`config.mk`:
```
export PLATFORM = sky130hd
export DESIGN_NAME = mdh_top
export DESIGN_NICKNAME = d
export VERILOG_FILES = /design/src/mdh_pkg.sv /design/src/mdh_tick_if.sv /design/src/mdh_top.sv /design/src/mdh_timebase.sv /design/src/mdh_axis.sv
export SDC_FILE = /design/constraint.sdc
export NUM_CORES = 1
export LEC_CHECK = 0
export BUFFER_PORTS_ARGS = -buffer_cell sky130_fd_sc_hd__buf_2
export CORE_MARGIN = 2
export CORE_UTILIZATION = 48
export CTS_BUF_LIST = sky130_fd_sc_hd__clkbuf_4 sky130_fd_sc_hd__clkbuf_8 sky130_fd_sc_hd__clkbuf_16
export DETAILED_ROUTE_END_ITERATION = 12
export PLACE_DENSITY = 0.69
export SYNTH_ARGS = -nofsm -noshare
export SYNTH_HDL_FRONTEND = slang
export SYNTH_SLANG_ARGS = --single-unit
```
`constraint.sdc`:
```
create_clock -name CLK_I -period 1.89 [get_ports CLK_I]
set_input_delay 0.2835 -clock CLK_I [delete_from_list [all_inputs] [get_ports CLK_I]]
set_output_delay 0.2835 -clock CLK_I [all_outputs]
set_load 0.01 [all_outputs]
```
`src/mdh_pkg.sv`:
```
// package: constants and types for the move-done handshake block
package mdh_pkg;
  localparam int unsigned CLK_HZ          = 100_000_000;
  localparam int unsigned TICK_HZ         = 256;
  localparam int unsigned ANA_HZ          = 32;
  localparam int unsigned TICK_CYCLES     = CLK_HZ / TICK_HZ;
  localparam int unsigned ANA_TICK_DIV    = TICK_HZ / ANA_HZ;
  localparam int unsigned FIRST_SAMPLE_US = 350;
  localparam int unsigned FIRST_SAMPLE_CYCLES =
    (FIRST_SAMPLE_US * (CLK_HZ / 1_000_000));
  localparam int unsigned ADC_BITS        = 8;
  localparam int unsigned ANA_CH          = 4;
  localparam int unsigned N_AXES          = 2;
  localparam logic        OUT_ACTIVE      = 1'b0;
  localparam logic        OUT_IDLE        = 1'b1;
  localparam logic        HS_RESET        = 1'b0;

  typedef enum {
    MDH_IDLE,
    MDH_MOVING,
    MDH_PULSE,
    MDH_HOLD,
    MDH_FIRST,
    MDH_WAIT_ACK,
    MDH_DROP,
    MDH_WAIT_REL
  } mdh_state_e;

  function automatic logic mdh_active_low(input logic pin);
    return pin == 1'b0;
  endfunction
endpackage

```
`src/mdh_tick_if.sv`:
```
// interface: timing strobes shared by the timebase and the axis logic
`timescale 1ns/1ps
interface mdh_tick_if;
  logic tick;
  logic ana_tick;
  modport src (output tick, output ana_tick);
  modport dst (input tick, input ana_tick);
endinterface

```
`src/mdh_top.sv`:
```
// module: two-axis move-done handshake with machine-control I/O timing
//
// Operation
// - digital I/O refreshed at 256 Hz, analog inputs sampled at 32 Hz.
// - each of the four analog inputs is held as an 8-bit value.
// - the strobe and user outputs are active low; MOVE_GO_O and HS_MODE_O are active high.
// - strobe asserts low on move completion, idle while moving.
// - handshake off gives a strobe pulse of up to 3.9 ms per move, ending on the next tick.
// - handshake off, pending move waits while busy is low at strobe end.
// - handshake on asserts strobe at once, samples busy 350 us later.
// - handshake on, busy inactive is resampled every 3.9 ms, no timeout.
// - handshake on, strobe drops on the next tick after busy seen active, at most 3.9 ms later.
// - handshake on, pending move starts only after busy releases.
// - digital inputs, busy included, are active low.
// - user outputs change only on 256 Hz ticks.
`timescale 1ns/1ps
module mdh_top
  import mdh_pkg::*;
#(
  parameter int unsigned TICK_DIV  = TICK_CYCLES,
  parameter int unsigned FIRST_DLY = FIRST_SAMPLE_CYCLES,
  parameter int unsigned NUM_OUT   = 2,
  parameter int unsigned NUM_IN    = 2
) (
  input  wire logic                          CLK_I,
  input  wire logic                          RESETN_I,
  input  wire logic                          CE_I,
  input  wire logic [N_AXES-1:0]             BUSY_N_I,
  input  wire logic                          X_HANDSHAKE_ON_CMD_I,
  input  wire logic                          X_HANDSHAKE_OFF_CMD_I,
  input  wire logic                          Y_HANDSHAKE_ON_CMD_I,
  input  wire logic                          Y_HANDSHAKE_OFF_CMD_I,
  input  wire logic [N_AXES-1:0]             MOVE_REQ_I,
  input  wire logic [N_AXES-1:0]             MOVE_DONE_I,
  input  wire logic [NUM_OUT-1:0]            USER_OUT_I,
  input  wire logic [NUM_IN-1:0]             USER_IN_N_I,
  input  wire logic [ANA_CH*ADC_BITS-1:0]    ANALOG_I,
  output logic      [N_AXES-1:0]             MOVE_DONE_STROBE_N_O,
  output logic      [N_AXES-1:0]             MOVE_GO_O,
  output logic      [N_AXES-1:0]             HS_MODE_O,
  output logic      [NUM_OUT-1:0]            USER_OUT_N_O,
  output logic      [NUM_IN-1:0]             USER_IN_O,
  output logic      [ANA_CH*ADC_BITS-1:0]    ANALOG_O
);
  // ---------------------------------------------------------------
  // pin synchronisers
  // ---------------------------------------------------------------
  logic [N_AXES-1:0] bsy_m_reg;
  logic [N_AXES-1:0] bsy_s_reg;
  logic [NUM_IN-1:0] uin_m_reg;
  logic [NUM_IN-1:0] uin_s_reg;
  logic [ANA_CH*ADC_BITS-1:0] ana_m_reg;
  logic [ANA_CH*ADC_BITS-1:0] ana_s_reg;

  always_ff @(posedge CLK_I) begin
    if (!RESETN_I) begin
      bsy_m_reg <= '1;
      bsy_s_reg <= '1;
      uin_m_reg <= '1;
      uin_s_reg <= '1;
      ana_m_reg <= '0;
      ana_s_reg <= '0;
    end else if (CE_I) begin
      bsy_m_reg <= BUSY_N_I;
      bsy_s_reg <= bsy_m_reg;
      uin_m_reg <= USER_IN_N_I;
      uin_s_reg <= uin_m_reg;
      ana_m_reg <= ANALOG_I;
      ana_s_reg <= ana_m_reg;
    end
  end

  // ---------------------------------------------------------------
  // timebase
  // ---------------------------------------------------------------
  mdh_tick_if tk ();

  mdh_timebase #(
    .TICK_DIV (TICK_DIV)
  ) u_tb (
    .clk_i    (CLK_I),
    .resetn_i (RESETN_I),
    .ce_i     (CE_I),
    .tk       (tk.src)
  );

  // ---------------------------------------------------------------
  // busy sampled on ticks only: a glitch between ticks is not seen
  // ---------------------------------------------------------------
  logic [N_AXES-1:0] bsy_tick_reg;

  always_ff @(posedge CLK_I) begin
    if (!RESETN_I) begin
      bsy_tick_reg <= '1;
    end else if (CE_I && tk.tick) begin
      bsy_tick_reg <= bsy_s_reg;
    end
  end

  // ---------------------------------------------------------------
  // axis sequencers
  // ---------------------------------------------------------------
  wire [N_AXES-1:0] hs_on  = {Y_HANDSHAKE_ON_CMD_I, X_HANDSHAKE_ON_CMD_I};
  wire [N_AXES-1:0] hs_off = {Y_HANDSHAKE_OFF_CMD_I, X_HANDSHAKE_OFF_CMD_I};

  genvar g;
  generate
    for (g = 0; g < N_AXES; g++) begin : g_axis
      // first sample after 350 us reads the live synchronised pin
      wire busy_view = bsy_s_reg[g] & bsy_tick_reg[g];

      mdh_axis #(
        .FIRST_DLY (FIRST_DLY)
      ) u_axis (
        .clk_i       (CLK_I),
        .resetn_i    (RESETN_I),
        .ce_i        (CE_I),
        .tk          (tk.dst),
        .busy_i      (busy_view),
        .hs_on_i     (hs_on[g]),
        .hs_off_i    (hs_off[g]),
        .move_req_i  (MOVE_REQ_I[g]),
        .move_done_i (MOVE_DONE_I[g]),
        .strobe_n_o  (MOVE_DONE_STROBE_N_O[g]),
        .move_go_o   (MOVE_GO_O[g]),
        .hs_mode_o   (HS_MODE_O[g])
      );
    end
  endgenerate

  // ---------------------------------------------------------------
  // user I/O and analog capture
  // ---------------------------------------------------------------
  always_ff @(posedge CLK_I) begin
    if (!RESETN_I) begin
      USER_OUT_N_O <= '1;
      USER_IN_O    <= '0;
      ANALOG_O     <= '0;
    end else if (CE_I) begin
      if (tk.tick) begin
        USER_OUT_N_O <= ~USER_OUT_I;
        USER_IN_O    <= ~uin_s_reg;
      end
      if (tk.ana_tick) begin
        ANALOG_O <= ana_s_reg;
      end
    end
  end
endmodule

```
`src/mdh_timebase.sv`:
```
// module: 256 Hz tick and 32 Hz analog tick from the system clock
`timescale 1ns/1ps
module mdh_timebase
  import mdh_pkg::*;
#(
  parameter int unsigned TICK_DIV = TICK_CYCLES
) (
  input  wire logic clk_i,
  input  wire logic resetn_i,
  input  wire logic ce_i,
  mdh_tick_if.src   tk
);
  logic [31:0] cnt_reg;
  logic [2:0]  ana_reg;
  wire         wrap = (cnt_reg == 32'(TICK_DIV - 1));

  always_ff @(posedge clk_i) begin
    if (!resetn_i) begin
      cnt_reg     <= '0;
      ana_reg     <= '0;
      tk.tick     <= 1'b0;
      tk.ana_tick <= 1'b0;
    end else if (ce_i) begin
      cnt_reg     <= wrap ? '0 : cnt_reg + 32'h1;
      tk.tick     <= wrap;
      tk.ana_tick <= wrap && (ana_reg == 3'(ANA_TICK_DIV - 1));
      if (wrap) begin
        ana_reg <= ana_reg + 3'h1;
      end
    end
  end
endmodule

```
`src/mdh_axis.sv`:
```
// module: per-axis move-done strobe and busy handshake sequencer
`timescale 1ns/1ps
module mdh_axis
  import mdh_pkg::*;
#(
  parameter int unsigned FIRST_DLY = FIRST_SAMPLE_CYCLES
) (
  input  wire logic clk_i,
  input  wire logic resetn_i,
  input  wire logic ce_i,
  mdh_tick_if.dst   tk,
  input  wire logic busy_i,
  input  wire logic hs_on_i,
  input  wire logic hs_off_i,
  input  wire logic move_req_i,
  input  wire logic move_done_i,
  output logic      strobe_n_o,
  output logic      move_go_o,
  output logic      hs_mode_o
);
  mdh_state_e  st_reg;
  mdh_state_e  st_next;
  logic [15:0] dly_reg;
  logic        pend_reg;
  wire         bsy = mdh_active_low(busy_i);
  wire         strobe_next = (st_next == MDH_PULSE) ||
                             (st_next == MDH_FIRST) ||
                             (st_next == MDH_WAIT_ACK) ||
                             (st_next == MDH_DROP);
  wire         go_next;

  assign go_next = (st_reg != MDH_MOVING) && (st_next == MDH_MOVING);

  always_comb begin
    st_next = st_reg;
    case (st_reg)
      MDH_IDLE:
        if (pend_reg || move_req_i) st_next = MDH_MOVING;
      MDH_MOVING:
        if (move_done_i) begin
          st_next = hs_mode_o ? MDH_FIRST : MDH_PULSE;
        end
      MDH_PULSE:
        if (tk.tick) begin
          st_next = bsy ? MDH_HOLD : MDH_IDLE;
        end
      MDH_HOLD:
        if (tk.tick && !bsy) st_next = MDH_IDLE;
      MDH_FIRST:
        if (dly_reg == 16'(FIRST_DLY - 1)) begin
          st_next = bsy ? MDH_DROP : MDH_WAIT_ACK;
        end
      MDH_WAIT_ACK:
        if (tk.tick && bsy) st_next = MDH_DROP;
      MDH_DROP:
        if (tk.tick) st_next = MDH_WAIT_REL;
      MDH_WAIT_REL:
        if (tk.tick && !bsy) st_next = MDH_IDLE;
      default:
        st_next = MDH_IDLE;
    endcase
  end

  always_ff @(posedge clk_i) begin
    if (!resetn_i) begin
      st_reg     <= MDH_IDLE;
      dly_reg    <= '0;
      pend_reg   <= 1'b0;
      strobe_n_o <= OUT_IDLE;
      move_go_o  <= 1'b0;
      hs_mode_o  <= HS_RESET;
    end else if (ce_i) begin
      st_reg     <= st_next;
      dly_reg    <= (st_reg == MDH_FIRST) ? dly_reg + 16'h1 : '0;
      // a request during a handshake waits here until release
      // a request that meets the go of an older one is kept, not lost
      pend_reg   <= go_next ? (pend_reg & move_req_i)
                            : (pend_reg | move_req_i);
      // strobe refreshed only on ticks except the immediate edges
      strobe_n_o <= strobe_next ? OUT_ACTIVE : OUT_IDLE;
      move_go_o  <= go_next;
      if (hs_on_i) begin
        hs_mode_o <= 1'b1;
      end else if (hs_off_i) begin
        hs_mode_o <= 1'b0;
      end
    end
  end
endmodule

```
Word level (Yosys, flattened, before mapping)
Cells that the tools add are included.
- muxes and demuxes: 33
- bitwise gates (word level): 10
- reductions and logical operators: 27
- add/subtract/negate cells: 4
- eq/ne operators: 32
- operators by type and width (cell ; number):
    32-bit 2-to-1 mux ; 15
    32-bit one-hot mux with 7 select lines ; 2
    32-bit by 3-bit == test with 1-bit output (second input constant) ; 10
    32-bit by 4-bit == test with 1-bit output (second input constant) ; 8
    32-bit by 2-bit == test with 1-bit output (second input constant) ; 6
    32-bit by 1-bit == test with 1-bit output (second input constant) ; 2
    32-bit zero test ; 2
    32-bit by 2-bit != test with 1-bit output (second input constant) ; 2
    16-bit by 1-bit adder with 16-bit output (second input constant) ; 2
    32-bit by 1-bit adder with 32-bit output (second input constant) ; 1
    16-bit == test (second input constant) ; 2
    32-bit by 19-bit == test with 1-bit output (second input constant) ; 1
    16-bit 2-to-1 mux ; 2
    2-bit AND reduction ; 5
    1-bit logical AND ; 8
    1-bit logical OR ; 8
    1-bit 2-to-1 mux ; 8
    2-bit 2-to-1 mux ; 4
    3-bit 2-to-1 mux ; 2
    1-bit AND ; 4
    2-bit NOT ; 2
    2-bit nonzero test ; 2
    2-bit OR reduction ; 2
    3-bit by 1-bit adder with 3-bit output (second input constant) ; 1
    other kinds (3) ; 5
- logic and storage cells: 132
- register bits after elaboration: 251

Logic depth before layout (Yosys ltp)
Gate-level depths: netlist of the first run.
- word-level depth: 10
- depth in mapped cells: 8
- gate-level depth less buffers: 7

By module
From an unflattened synthesis of the first run, not the netlist that was laid out.
- cells, all modules: 1084
- area total of the unflattened synthesis: 10309.9 µm²
- by module, submodules not included (module ; times used ; cells each ; area each (µm²) ; sequential area each (µm²)):
    mdh_top ; 1 ; 408 ; 4215.3 ; 2202.1
    mdh_axis (g_axis[0].u_axis) ; 1 ; 221 ; 2082.0 ; 1041.0
    mdh_axis (g_axis[1].u_axis) ; 1 ; 226 ; 2080.7 ; 1041.0
    mdh_timebase ; 1 ; 229 ; 1931.9 ; 740.7

Worst setup path after synthesis of the first run
Ideal clock, no wire load.
- kind: register to register
- start: register u_tb.cnt_reg[6]
- end: register u_tb.cnt_reg[31]
- path slack: -0.107 ns
- required time: 1.824 ns
- cell stages (with the launch flop): 7
- buffers on the path: 1
- arrival time: 1.931 ns
- path through: dfxtp_1 -> nand3_2 -> or3_1 -> buf_6 -> or4_4 -> or3_1 -> a21oi_2
- cells in the longest elaborated chain, start to end: 2
- elaborated cells on any way between the ends: 3
- RTL lines (item ; RTL line ; text):
    start, declared ; mdh_timebase.sv:13 ; logic [31:0] cnt_reg;
    start signal, assigned ; mdh_timebase.sv:24 ; cnt_reg <= wrap ? '0 : cnt_reg + 32'h1;
    32-bit by 1-bit adder with 32-bit output or 32-bit by 19-bit == test with 1-bit output (tied branches) ; mdh_timebase.sv:24, mdh_timebase.sv:15 ;
    32-bit 2-to-1 mux * ; mdh_timebase.sv:24 ;
Mark *: on every way between the ends. The rest lies on a longest branch, timed or not.
A chain may end at the register's enable or synchronous reset.

Worst setup path in the final report of the first run
- start: register u_tb.cnt_reg[21]
- end: register u_tb.cnt_reg[3]
- cells in the longest elaborated chain, start to end: 2
- RTL lines (item ; RTL line ; text):
    32-bit by 19-bit == test with 1-bit output ; mdh_timebase.sv:15 ; wire wrap = (cnt_reg == 32'(TICK_DIV - 1));
    32-bit 2-to-1 mux ; mdh_timebase.sv:24 ;
Every way passes these cells.

==> results list, run 1 <==
* Number of enable flip-flop cells after synthesis: 0
- RSZ-0062 raised after global routing: yes
* Top area cells in the synthesized netlist: sky130_fd_sc_hd__dfxtp_1 51%, sky130_fd_sc_hd__mux2i_1 7.8%, sky130_fd_sc_hd__nor2b_1 4.9%, sky130_fd_sc_hd__nand2_1 4.7%, sky130_fd_sc_hd__and2_1 4.2%
- On the worst path, the slowest cell contributes a delay of 370 ps.
* R2R depth: 7
- Buffer cell driving the clock tree root: sky130_fd_sc_hd__clkbuf_16
* Data arrival time at the worst-slack endpoint: 2270 ps
- After detailed routing, the number of vias per cell comes to 5.056.
- Detailed placement ended at an HPWL of 12740 um.
* Antenna violations before repair: 0
- On the final layout, the worst clock skew is 7.939 ps.
* End point of the critical path: u_tb.cnt_reg[3]
* Vias in the first global route: 7055
- Post-synth net total: 1096
* Global Route Usage Sum: 18.43%
- In this run the critical register-to-register path is launched from u_tb.cnt_reg[21].
* Final Worst Setup Slack: 31.40 ps
* Site Rows: 52
- The routed layout has 7387 vias.
- Clock share of power: 49.2%
* Warnings, synthesis: 0
- The first global-routing pass estimated 34030 um of wire.
- Synth Area per Inst: 9.529 sq um
- In this run the vertical extent of the chip is 147.8 um.
- CTS built an H-tree with a depth of 1.
- Net switching is 20.99% of the power.
* Setup violations, final: 0
* Count of port buffers added during placement: 90
- Along the worst path, the maximum fanout reaches 8.
- Endpoint required time on the critical path: 2300 ps
- Clock-pin slew was measured on the worst setup and hold paths at 60 ps.
* Area inside the core boundary: 20230 sq um
- Compared with the post-synthesis result, the final layout area differs by 23.89%.
- #FFs+latches synth: 251
- Total CTS buffers: 26
* CTS tree: yes
* Peak VDD IR: 0.7246 mV
- In the final routed layout, each cell accounts on average for 14.25 um.
* Cell type of the slowest stage on the worst timing path: sky130_fd_sc_hd__dfxtp_4
* Dominant cell type by count on the critical path: sky130_fd_sc_hd__nor4_4
* Number of design-rule violations left by the first detailed-router iteration: 394
- Proportion of power drawn by flip-flops and latches: 46.1%
* Max Transition Viols Final: 0
- Traced cell by cell, the critical path runs through nor4_4 > buf_4 > nand4_1 > nor4_4 > nand2b_4 > clkbuf_16 > nor2_2.
* Number of distinct library cells after synthesis: 61
- Flip-flop count of the largest register after layout: 64
* Post-route DRC: 0
- The worst hold path belongs to the class in2reg.
* NetSw: 2.481 mW
- STA classifies the critical path endpoint as a register.
- Buffer depth of the longest clock path: 3
* Synth async-reset ratio: 0%
- For the finished layout, the period the worst path requires is 1859 ps.
- The worst register-to-register path ends at u_tb.cnt_reg[3].
- The final count of hold timing violations came to 0.
* Final wirelength: 20810 um
- The cell count after synthesis came out at 1041.
* Post-placement worst setup slack: -118.0 ps
* Number of nets in the layout: 1225
* Area of the die: 21830 sq um
- Final Power: 11.82 mW
- Critical path origin: u_tb.cnt_reg[21]
* Critical path class: reg2reg
- Power density over cell area: 961.6 nW/um^2
- Before antenna repair, the detailed router went through 5 iterations.
- Number of top-level design ports: 91
- At the pin with the least slew margin, the transition time is 604.5 ps.
- In this run the cell area of the synthesized design comes to 9920 sq um.
- Leakage: 4.956 nW
* Remaining Overflow, GRT: 0
* Insertion delay to the later sink of the worst-skew pair: 530 ps
- Cell internal power was estimated by the tool at 9.336 mW.
- Of the post-synthesis cell area, the dominant cell type holds 50.66%.
- Entering global routing, the biggest net connects 124 pins.
* Startpoint type of the worst setup path: register
- Combinational cells account for 4.7% of the total power.
- Portion of the post-synthesis area used by sequential elements: 50.66%
- Max-cap violations: 0
- Measured against its own limit, the worst slew margin works out to 59.43%.
* Status: finished, final reports clean
- Minimum setup slack among reg-to-reg paths: 30 ps
- Total number of clock tree sinks: 251
- The die is 147.8 um wide.
* Final weighted congestion of routability-driven global placement: 0.8236
- Predominant post-synthesis flop cell: sky130_fd_sc_hd__dfxtp_1
* Layout cell share with drive strength beyond 1: 20.25%
* Final ANT Viol Nets: 0
- Initial standard-cell utilization of the core: 49.02%
- Yosys top cell by area: sky130_fd_sc_hd__dfxtp_1
* Achievable frequency: 538.0 MHz
* Ratio of final minimum period to clock period: 98.34%
## cell usage in the layout (no fill, tap or decap), types with 32 or more instances in the layout
cell	instances
sky130_fd_sc_hd__nor2_1	81
sky130_fd_sc_hd__nand2_1	124
sky130_fd_sc_hd__nor2b_1	76
sky130_fd_sc_hd__and2_1	66
sky130_fd_sc_hd__buf_4	53
sky130_fd_sc_hd__xnor2_1	32
sky130_fd_sc_hd__dfxtp_1	241
sky130_fd_sc_hd__a21boi_0	40
sky130_fd_sc_hd__buf_2	88
sky130_fd_sc_hd__mux2i_1	77
## layout make-up
class	instances	area, sq um
Fill cell	1668	7945
Sequential cell	251	5047
Multi-Input combinational cell	715	4721
Timing Repair Buffer	164	1141
Clock buffer	35	767.0
Tap cell	270	337.8
Clock inverter	13	227.7
Inverter	12	45.04
Antenna cell	1	2.502
## cells in the mapped netlist, types with 16 or more instances
library cell,count
sky130_fd_sc_hd__a21boi_0,41
sky130_fd_sc_hd__and2_1,66
sky130_fd_sc_hd__clkbuf_1,43
sky130_fd_sc_hd__dfxtp_1,251
sky130_fd_sc_hd__mux2i_1,77
sky130_fd_sc_hd__nand2_1,124
sky130_fd_sc_hd__nand3_1,19
sky130_fd_sc_hd__nand4_1,24
sky130_fd_sc_hd__nor2_1,82
sky130_fd_sc_hd__nor2b_1,77
sky130_fd_sc_hd__nor3_1,16
sky130_fd_sc_hd__nor4_1,23
sky130_fd_sc_hd__xnor2_1,32
sky130_fd_sc_hd__xor2_1,27
## kinds of logic (layout without fill, tap and decap cells)
family                   after synthesis  in the layout  synth area share, %
adder cells (fa/ha/maj)                6              6               0.7568
multiplexers                          77             77                7.770
AND/OR/NAND/NOR                      478            478                25.29
flip-flops                           251            251                50.66
XOR/XNOR                              59             59                5.209
AO/OA/AOI/OAI                         95             95                7.076
other                                  0              1                    0
buffers and inverters                 75            224                3.242
## worst min path at each step
stage,start,endpoint,cells after the start
6_report,ANALOG_I[27],ana_m_reg[27],3
5_1_grt,ANALOG_I[1],ana_m_reg[1],3
4_1_cts,ANALOG_I[3],ana_m_reg[3],3
3_5_place_dp,g_axis[1].u_axis.st_reg[7],g_axis[1].u_axis.st_reg[7],1
3_3_place_gp,g_axis[0].u_axis.st_reg[27],g_axis[0].u_axis.st_reg[27],1
2_1_floorplan,BUSY_N_I[0],bsy_m_reg[0],2
## power groups by stage
stage                     Sequential [mW]  Clock, mW  Combinational, mW
after floorplan                      5.54          0              0.367
after global placement               5.57          0              0.491
after detailed placement             5.57          0              0.501
after CTS                            5.45       5.95              0.532
after global routing                 5.46       6.16              0.608
final                                5.45       5.82              0.552
## worst max-delay path, delay by kind of cell, from the launching register on
| kind | cells | cell delay (ps) |
|---|---|---|
| and+or+nand+nor | 5 | 1040 |
| DFF | 1 | 370 |
| buffers and inverters | 2 | 330 |
## per-stage QoR
step / std cells / area [sq um] / util (%) / hold slack [ps] / TNS [ps]
final: 1461 / 12290 / 60.73 / 19.89 / 0
after CTS: 1456 / 12120 / 59.88 / 1.080 / 0
after global routing: 1460 / 12290 / 60.72 / 7.088 / -328.5
after floorplan: 1041 / 9923 / - / 411.9 / -1577
after detailed placement: 1393 / 10910 / 53.91 / 444.4 / -272.9
after global placement: 1393 / 10910 / 53.91 / 443.1 / -674.5
## layer usage
| layer | up-vias | routed length [um] | GRT usage [%] |
|---|---|---|---|
| li1 | 3787 | - | - |
| met1 | 3423 | 9768 | 24.91 |
| met2 | 146 | 9430 | 29.91 |
| met3 | 31 | 1221 | 4.198 |
| met4 | 0 | 393 | 4.856 |
| met5 | - | 0 | 0 |
## what timing repair did
item	in CTS	in global routing
gates resized for setup	12	28
buffers inserted	0	1
endpoints found under the hold margin	15	0
pin swaps	6	13
endpoints found under the setup margin	35	59
cloned	0	3
hold buffers	15	0
No activity file was read; power rests on OpenSTA's default activity.
==> inputs of run 2 (changes only) <==
--- a/config.mk
+++ b/config.mk
@@ -5,12 +5,14 @@
 export SDC_FILE = /design/constraint.sdc
 export NUM_CORES = 1
 export LEC_CHECK = 0
+export ABC_AREA = 1
 export BUFFER_PORTS_ARGS = -buffer_cell sky130_fd_sc_hd__buf_2
 export CORE_MARGIN = 2
 export CORE_UTILIZATION = 48
 export CTS_BUF_LIST = sky130_fd_sc_hd__clkbuf_4 sky130_fd_sc_hd__clkbuf_8 sky130_fd_sc_hd__clkbuf_16
 export DETAILED_ROUTE_END_ITERATION = 12
 export PLACE_DENSITY = 0.69
+export SETUP_SLACK_MARGIN = 0.4
 export SYNTH_ARGS = -nofsm -noshare
 export SYNTH_HDL_FRONTEND = slang
 export SYNTH_SLANG_ARGS = --single-unit
==> results list, run 2 <==
* Status: finished, final reports clean
* Via count: 9595 (+30%)
- The first-pass iteration count of the detailed router was 5 (unchanged).
- Critical path origin: u_tb.cnt_reg[0]
- The proportion of total power due to net switching was 22.93% (+1.9 points).
- H-tree depth: 1 (unchanged)
* Cell area after synthesis: 10270 sq um (+3.5%)
- Detailed-route wire length per cell: 13.72 um (-3.7%)
- Final ANT Viol Nets: 0 (unchanged)
- The largest clock skew in the final design is 25.93 ps (+17.99 ps).
- The count of antenna diodes in the layout is 0 (-1).
* Endpoint required time on the critical path: 2320 ps (+20 ps)
- Top area cells in the synthesized netlist: sky130_fd_sc_hd__dfxtp_1 49%, sky130_fd_sc_hd__nor2_1 14%, sky130_fd_sc_hd__nand2_1 8.4%, sky130_fd_sc_hd__o21ai_0 6.3%, sky130_fd_sc_hd__inv_1 3.7%
* Post-synth net total: 1461 (+33%)
- Destination of the worst register-to-register timing path: u_tb.cnt_reg[20]
- The area used by multi-input combinational logic was 5310 sq um (+12%).
- Buffer depth of the longest clock path: 3 (unchanged)
- The power per cell area came to 845.7 nW/um^2 (-12%).
- The startpoint identified for the worst register-to-register timing path is u_tb.cnt_reg[0].
- Count of port buffers added during placement: 90 (unchanged)
- The height of the chip is 150.2 um (+1.7%).
* Area of the die: 22570 sq um (+3.4%)
- The depth of the worst register-to-register path came to 10 (+3).
* Warnings, synthesis: 0 (unchanged)
- Yosys top cell by area: sky130_fd_sc_hd__dfxtp_1
- Antenna violations before repair: 0 (unchanged)
- Final weighted congestion of routability-driven global placement: 0.8738 (+6.1%)
* Remaining max-slew budget at the tightest pin: 58.87% (-0.56 points)
* Cell type of the slowest stage on the worst timing path: sky130_fd_sc_hd__dfxtp_4
* Achievable frequency: 556.9 MHz (+3.5%)
* Clock-pin slew of the registers on the worst-case setup and hold paths: 70 ps (about the same)
- The final count of hold timing violations came to 0 (unchanged).
- Top fanout value on the critical path: 4 (-4)
- The endpoint arrival time on the critical path was 2230 ps (-40 ps).
- Global Route Usage Sum: 21.12% (+2.7 points)
* Commonest non-fill, non-tap cells in the layout: 341 x sky130_fd_sc_hd__nor2_1, 213 x sky130_fd_sc_hd__dfxtp_1, 193 x sky130_fd_sc_hd__nand2_1
* Number of inserted filler cells in the final layout: 1718 (+3.0%)
* Comb power frac: 7.1% (+2.4 points)
- The worst reg-to-reg setup slack was 90 ps (+60 ps).
* Post-place instance area: 11180 sq um (+2.5%)
* NetSw: 2.668 mW (+7.5%)
- Setup Total Neg Slack: 0 ps (unchanged)
- The startpoint identified for the worst hold timing path is ANALOG_I[16].
* Number of distinct library cells after synthesis: 45 (-26%)
- The standby leakage power is 5.948 nW (+20%).
- Max Transition Viols Final: 0 (unchanged)
- The starting density of the core was 48.84% (-0.19 points).
- The maximum vdd drop was 0.7395 mV (+2.1%).
* Pin count of the biggest net entering global routing: 143 (+15%)
- Synth Area per Inst: 7.302 sq um (-23%)
* Remaining Overflow, GRT: 0 (unchanged)
* End point of the critical path: u_tb.cnt_reg[20]
* Buffer cell driving the clock tree root: sky130_fd_sc_hd__clkbuf_16
- Post-route DRC: 0 (unchanged)
* Synth async-reset ratio: 0% (unchanged)
- The initial DRC count came to 584 (+48%).
- The number of violations of the max-capacitance limit was 0 (unchanged).
- The total design power was 11.63 mW (-1.6%).
- Final wirelength: 25850 um (+24%)
* Critical path class: reg2reg
- The count of cell instances traversed by the critical path came to 10 (+3).
- Counting stages on the worst path, the most repeated cell is sky130_fd_sc_hd__nor2_4.
- Yosys instantiated no cell more often than sky130_fd_sc_hd__nor2_1.
- The worst-case setup margin in the final layout is 94.43 ps (+63.04 ps).
- The number of top-level design ports was 91 (unchanged).
- Total number of clock tree sinks: 251 (unchanged)
* Number of enable flip-flop cells after synthesis: 0 (unchanged)
* Post-placement worst setup slack: 78.59 ps (+196.6 ps)
- Cell Chain, Critical Path: ha_4 > nand3_4 > nor2_4 > nand2_2 > inv_4 > nand2_4 > nor2_4 > nand3_2 > nand3b_1 > o221a_2
* Startpoint type of the worst setup path: register
* Site Rows: 53 (+1.9%)
* Proportion of power drawn by flip-flops and latches: 47.3% (+1.2 points)
- Fin Hold WS: 5.007 ps (-14.89 ps)
- The later-pin clock latency in the skew report came to 540 ps (about the same).
- From synthesis to final layout, the design area changed by 33.98%.
- The gate count after technology mapping is 1406 (+35%).
* Area inside the core boundary: 21020 sq um (+3.9%)
- The final number of setup-violating endpoints came to 0 (unchanged).
* Most used standard cells in the synthesized netlist: 373 x sky130_fd_sc_hd__nor2_1, 251 x sky130_fd_sc_hd__dfxtp_1, 229 x sky130_fd_sc_hd__nand2_1
- The flip-flop count of the largest register, all copies and words added is 64 (unchanged).
- In the synthesized netlist the dominant register cell turns out to be sky130_fd_sc_hd__dfxtp_1.
* Portion of the post-synthesis area used by sequential elements: 48.95% (-1.7 points)
- The cell area after layout was 13750 sq um (+12%).
- The number of global-route vias before repair is 8651 (+23%).
* Pin slew with the least headroom to its limit: 617.0 ps (+12.51 ps)
* Portion of synthesized cell area occupied by the leading cell type: 48.95% (-1.7 points)
* HP Class: in2reg
- The number of synthesized register bits was 251 (unchanged).
- The number of buffers added by the clock tree synthesis step came to 27 (+3.8%).
- The share of final-layout standard cells stronger than drive strength 1 came to 29.21% (+9.0 points).
- The clock network fraction of total power came to 45.6% (-3.6 points).
- Most common cell after layout, fill and taps aside: sky130_fd_sc_hd__nor2_1
- Category of the worst setup path capture point: register
- DPL Wire Length: 14700 um (+15%)
* First-pass GRT wire length: 40080 um (+18%)
- In this design, the largest share of critical-path delay is due to simple AND/OR/NAND/NOR gates.
* Time the final worst path needs with I/O delays and setup: 1796 ps (-63.04 ps)
- Setup repair after global routing could not meet its margin everywhere.
- The die extent in x is 150.2 um (+1.7%).
- CTS tree: yes
* Register cell area after layout: 5105 sq um (+1.1%)
* Avg Vias per Cell: 5.093 (+0.73%)
- Slowest Stage Delay on Critical Path: 380 ps (about the same)
* Number of nets in the layout: 1648 (+35%)
* Bufs and invs on worst path: 1 (-1)
- The fraction of the cycle the final worst path needs was 95.00% (-3.3 points).
* Int Pwr: 8.964 mW (-4.0%)
[run 2: kinds of logic (layout without fill, tap and decap cells)]
| logic type | Yosys count | in the layout | synth area share, % |
|---|---|---|---|
| flops | 251 | 251 | 48.95 |
| fa+ha+maj | 6 | 6 | 0.7312 |
| buf+inv | 173 | 376 | 6.874 |
| xor+xnor | 6 | 6 | 0.5119 |
| simple gates | 766 | 766 | 32.44 |
| compound gates | 204 | 204 | 10.49 |
[run 2: stage by stage]
stage / cells / utilization [%]
2_1_floorplan: 1406 / -
3_3_place_gp: 1742 / 53.20
3_5_place_dp: 1742 / 53.20
4_1_cts: 1856 / 61.63
5_1_grt: 1884 / 65.43
6_report: 1884 / 65.43
[run 2: how the worst min path moves through the flow]
stage	end	slack [ps]	cells past startpoint
floorplan	USER_OUT_N_O[0]	400	1
global placement	g_axis[1].u_axis.st_reg[14]	420	2
detailed placement	g_axis[1].u_axis.st_reg[14]	430	2
global route	ana_m_reg[31]	10	3
CTS	ana_m_reg[31]	0.2	3
finish	ana_m_reg[16]	5	3
[run 2: worst min-delay path: cells and delay by family]
kind / cells / cell delay (ps)
AND/OR/NAND/NOR: 2 / 130
buffers and inverters: 1 / 80
[run 2: what timing repair did]
item	4_1_cts	5_1_grt
resized for setup	96	154
setup endpoints to repair	74	76
hold buffers	35	0
cloned	0	4
buffers inserted	34	24
pin swaps	41	59
endpoints found under the hold margin	35	0
[run 2: metal layers]
layer  track usage, %  routed length [um]  part of all wire [%]  vias up
met5                0                   0                     0        -
met1            27.08               11130                    43     4430
met3            2.970                1075                   4.2       50
li1                 -                   -                     -     4901
met2            37.35               13050                    50      214
met4            5.472                 595                   2.3        0
[run 2: power by group through the flow]
stage | registers, mW | logic [mW] | clock network (mW)
after floorplan | 5.60 | 0.490 | 0
after global placement | 5.62 | 0.675 | 0
after detailed placement | 5.62 | 0.679 | 0
after CTS | 5.51 | 0.765 | 5.40
after global routing | 5.51 | 0.932 | 5.62
final | 5.50 | 0.830 | 5.30
[run 2: area by class of cell]
class | count | share of cell area [%]
multi-input cells | 982 | 38.61
flip-flops and latches | 251 | 37.11
repair buffers | 225 | 12.29
clock buffers | 34 | 5.476
inverters | 106 | 2.984
well taps | 275 | 2.502
clock inverters | 11 | 1.028
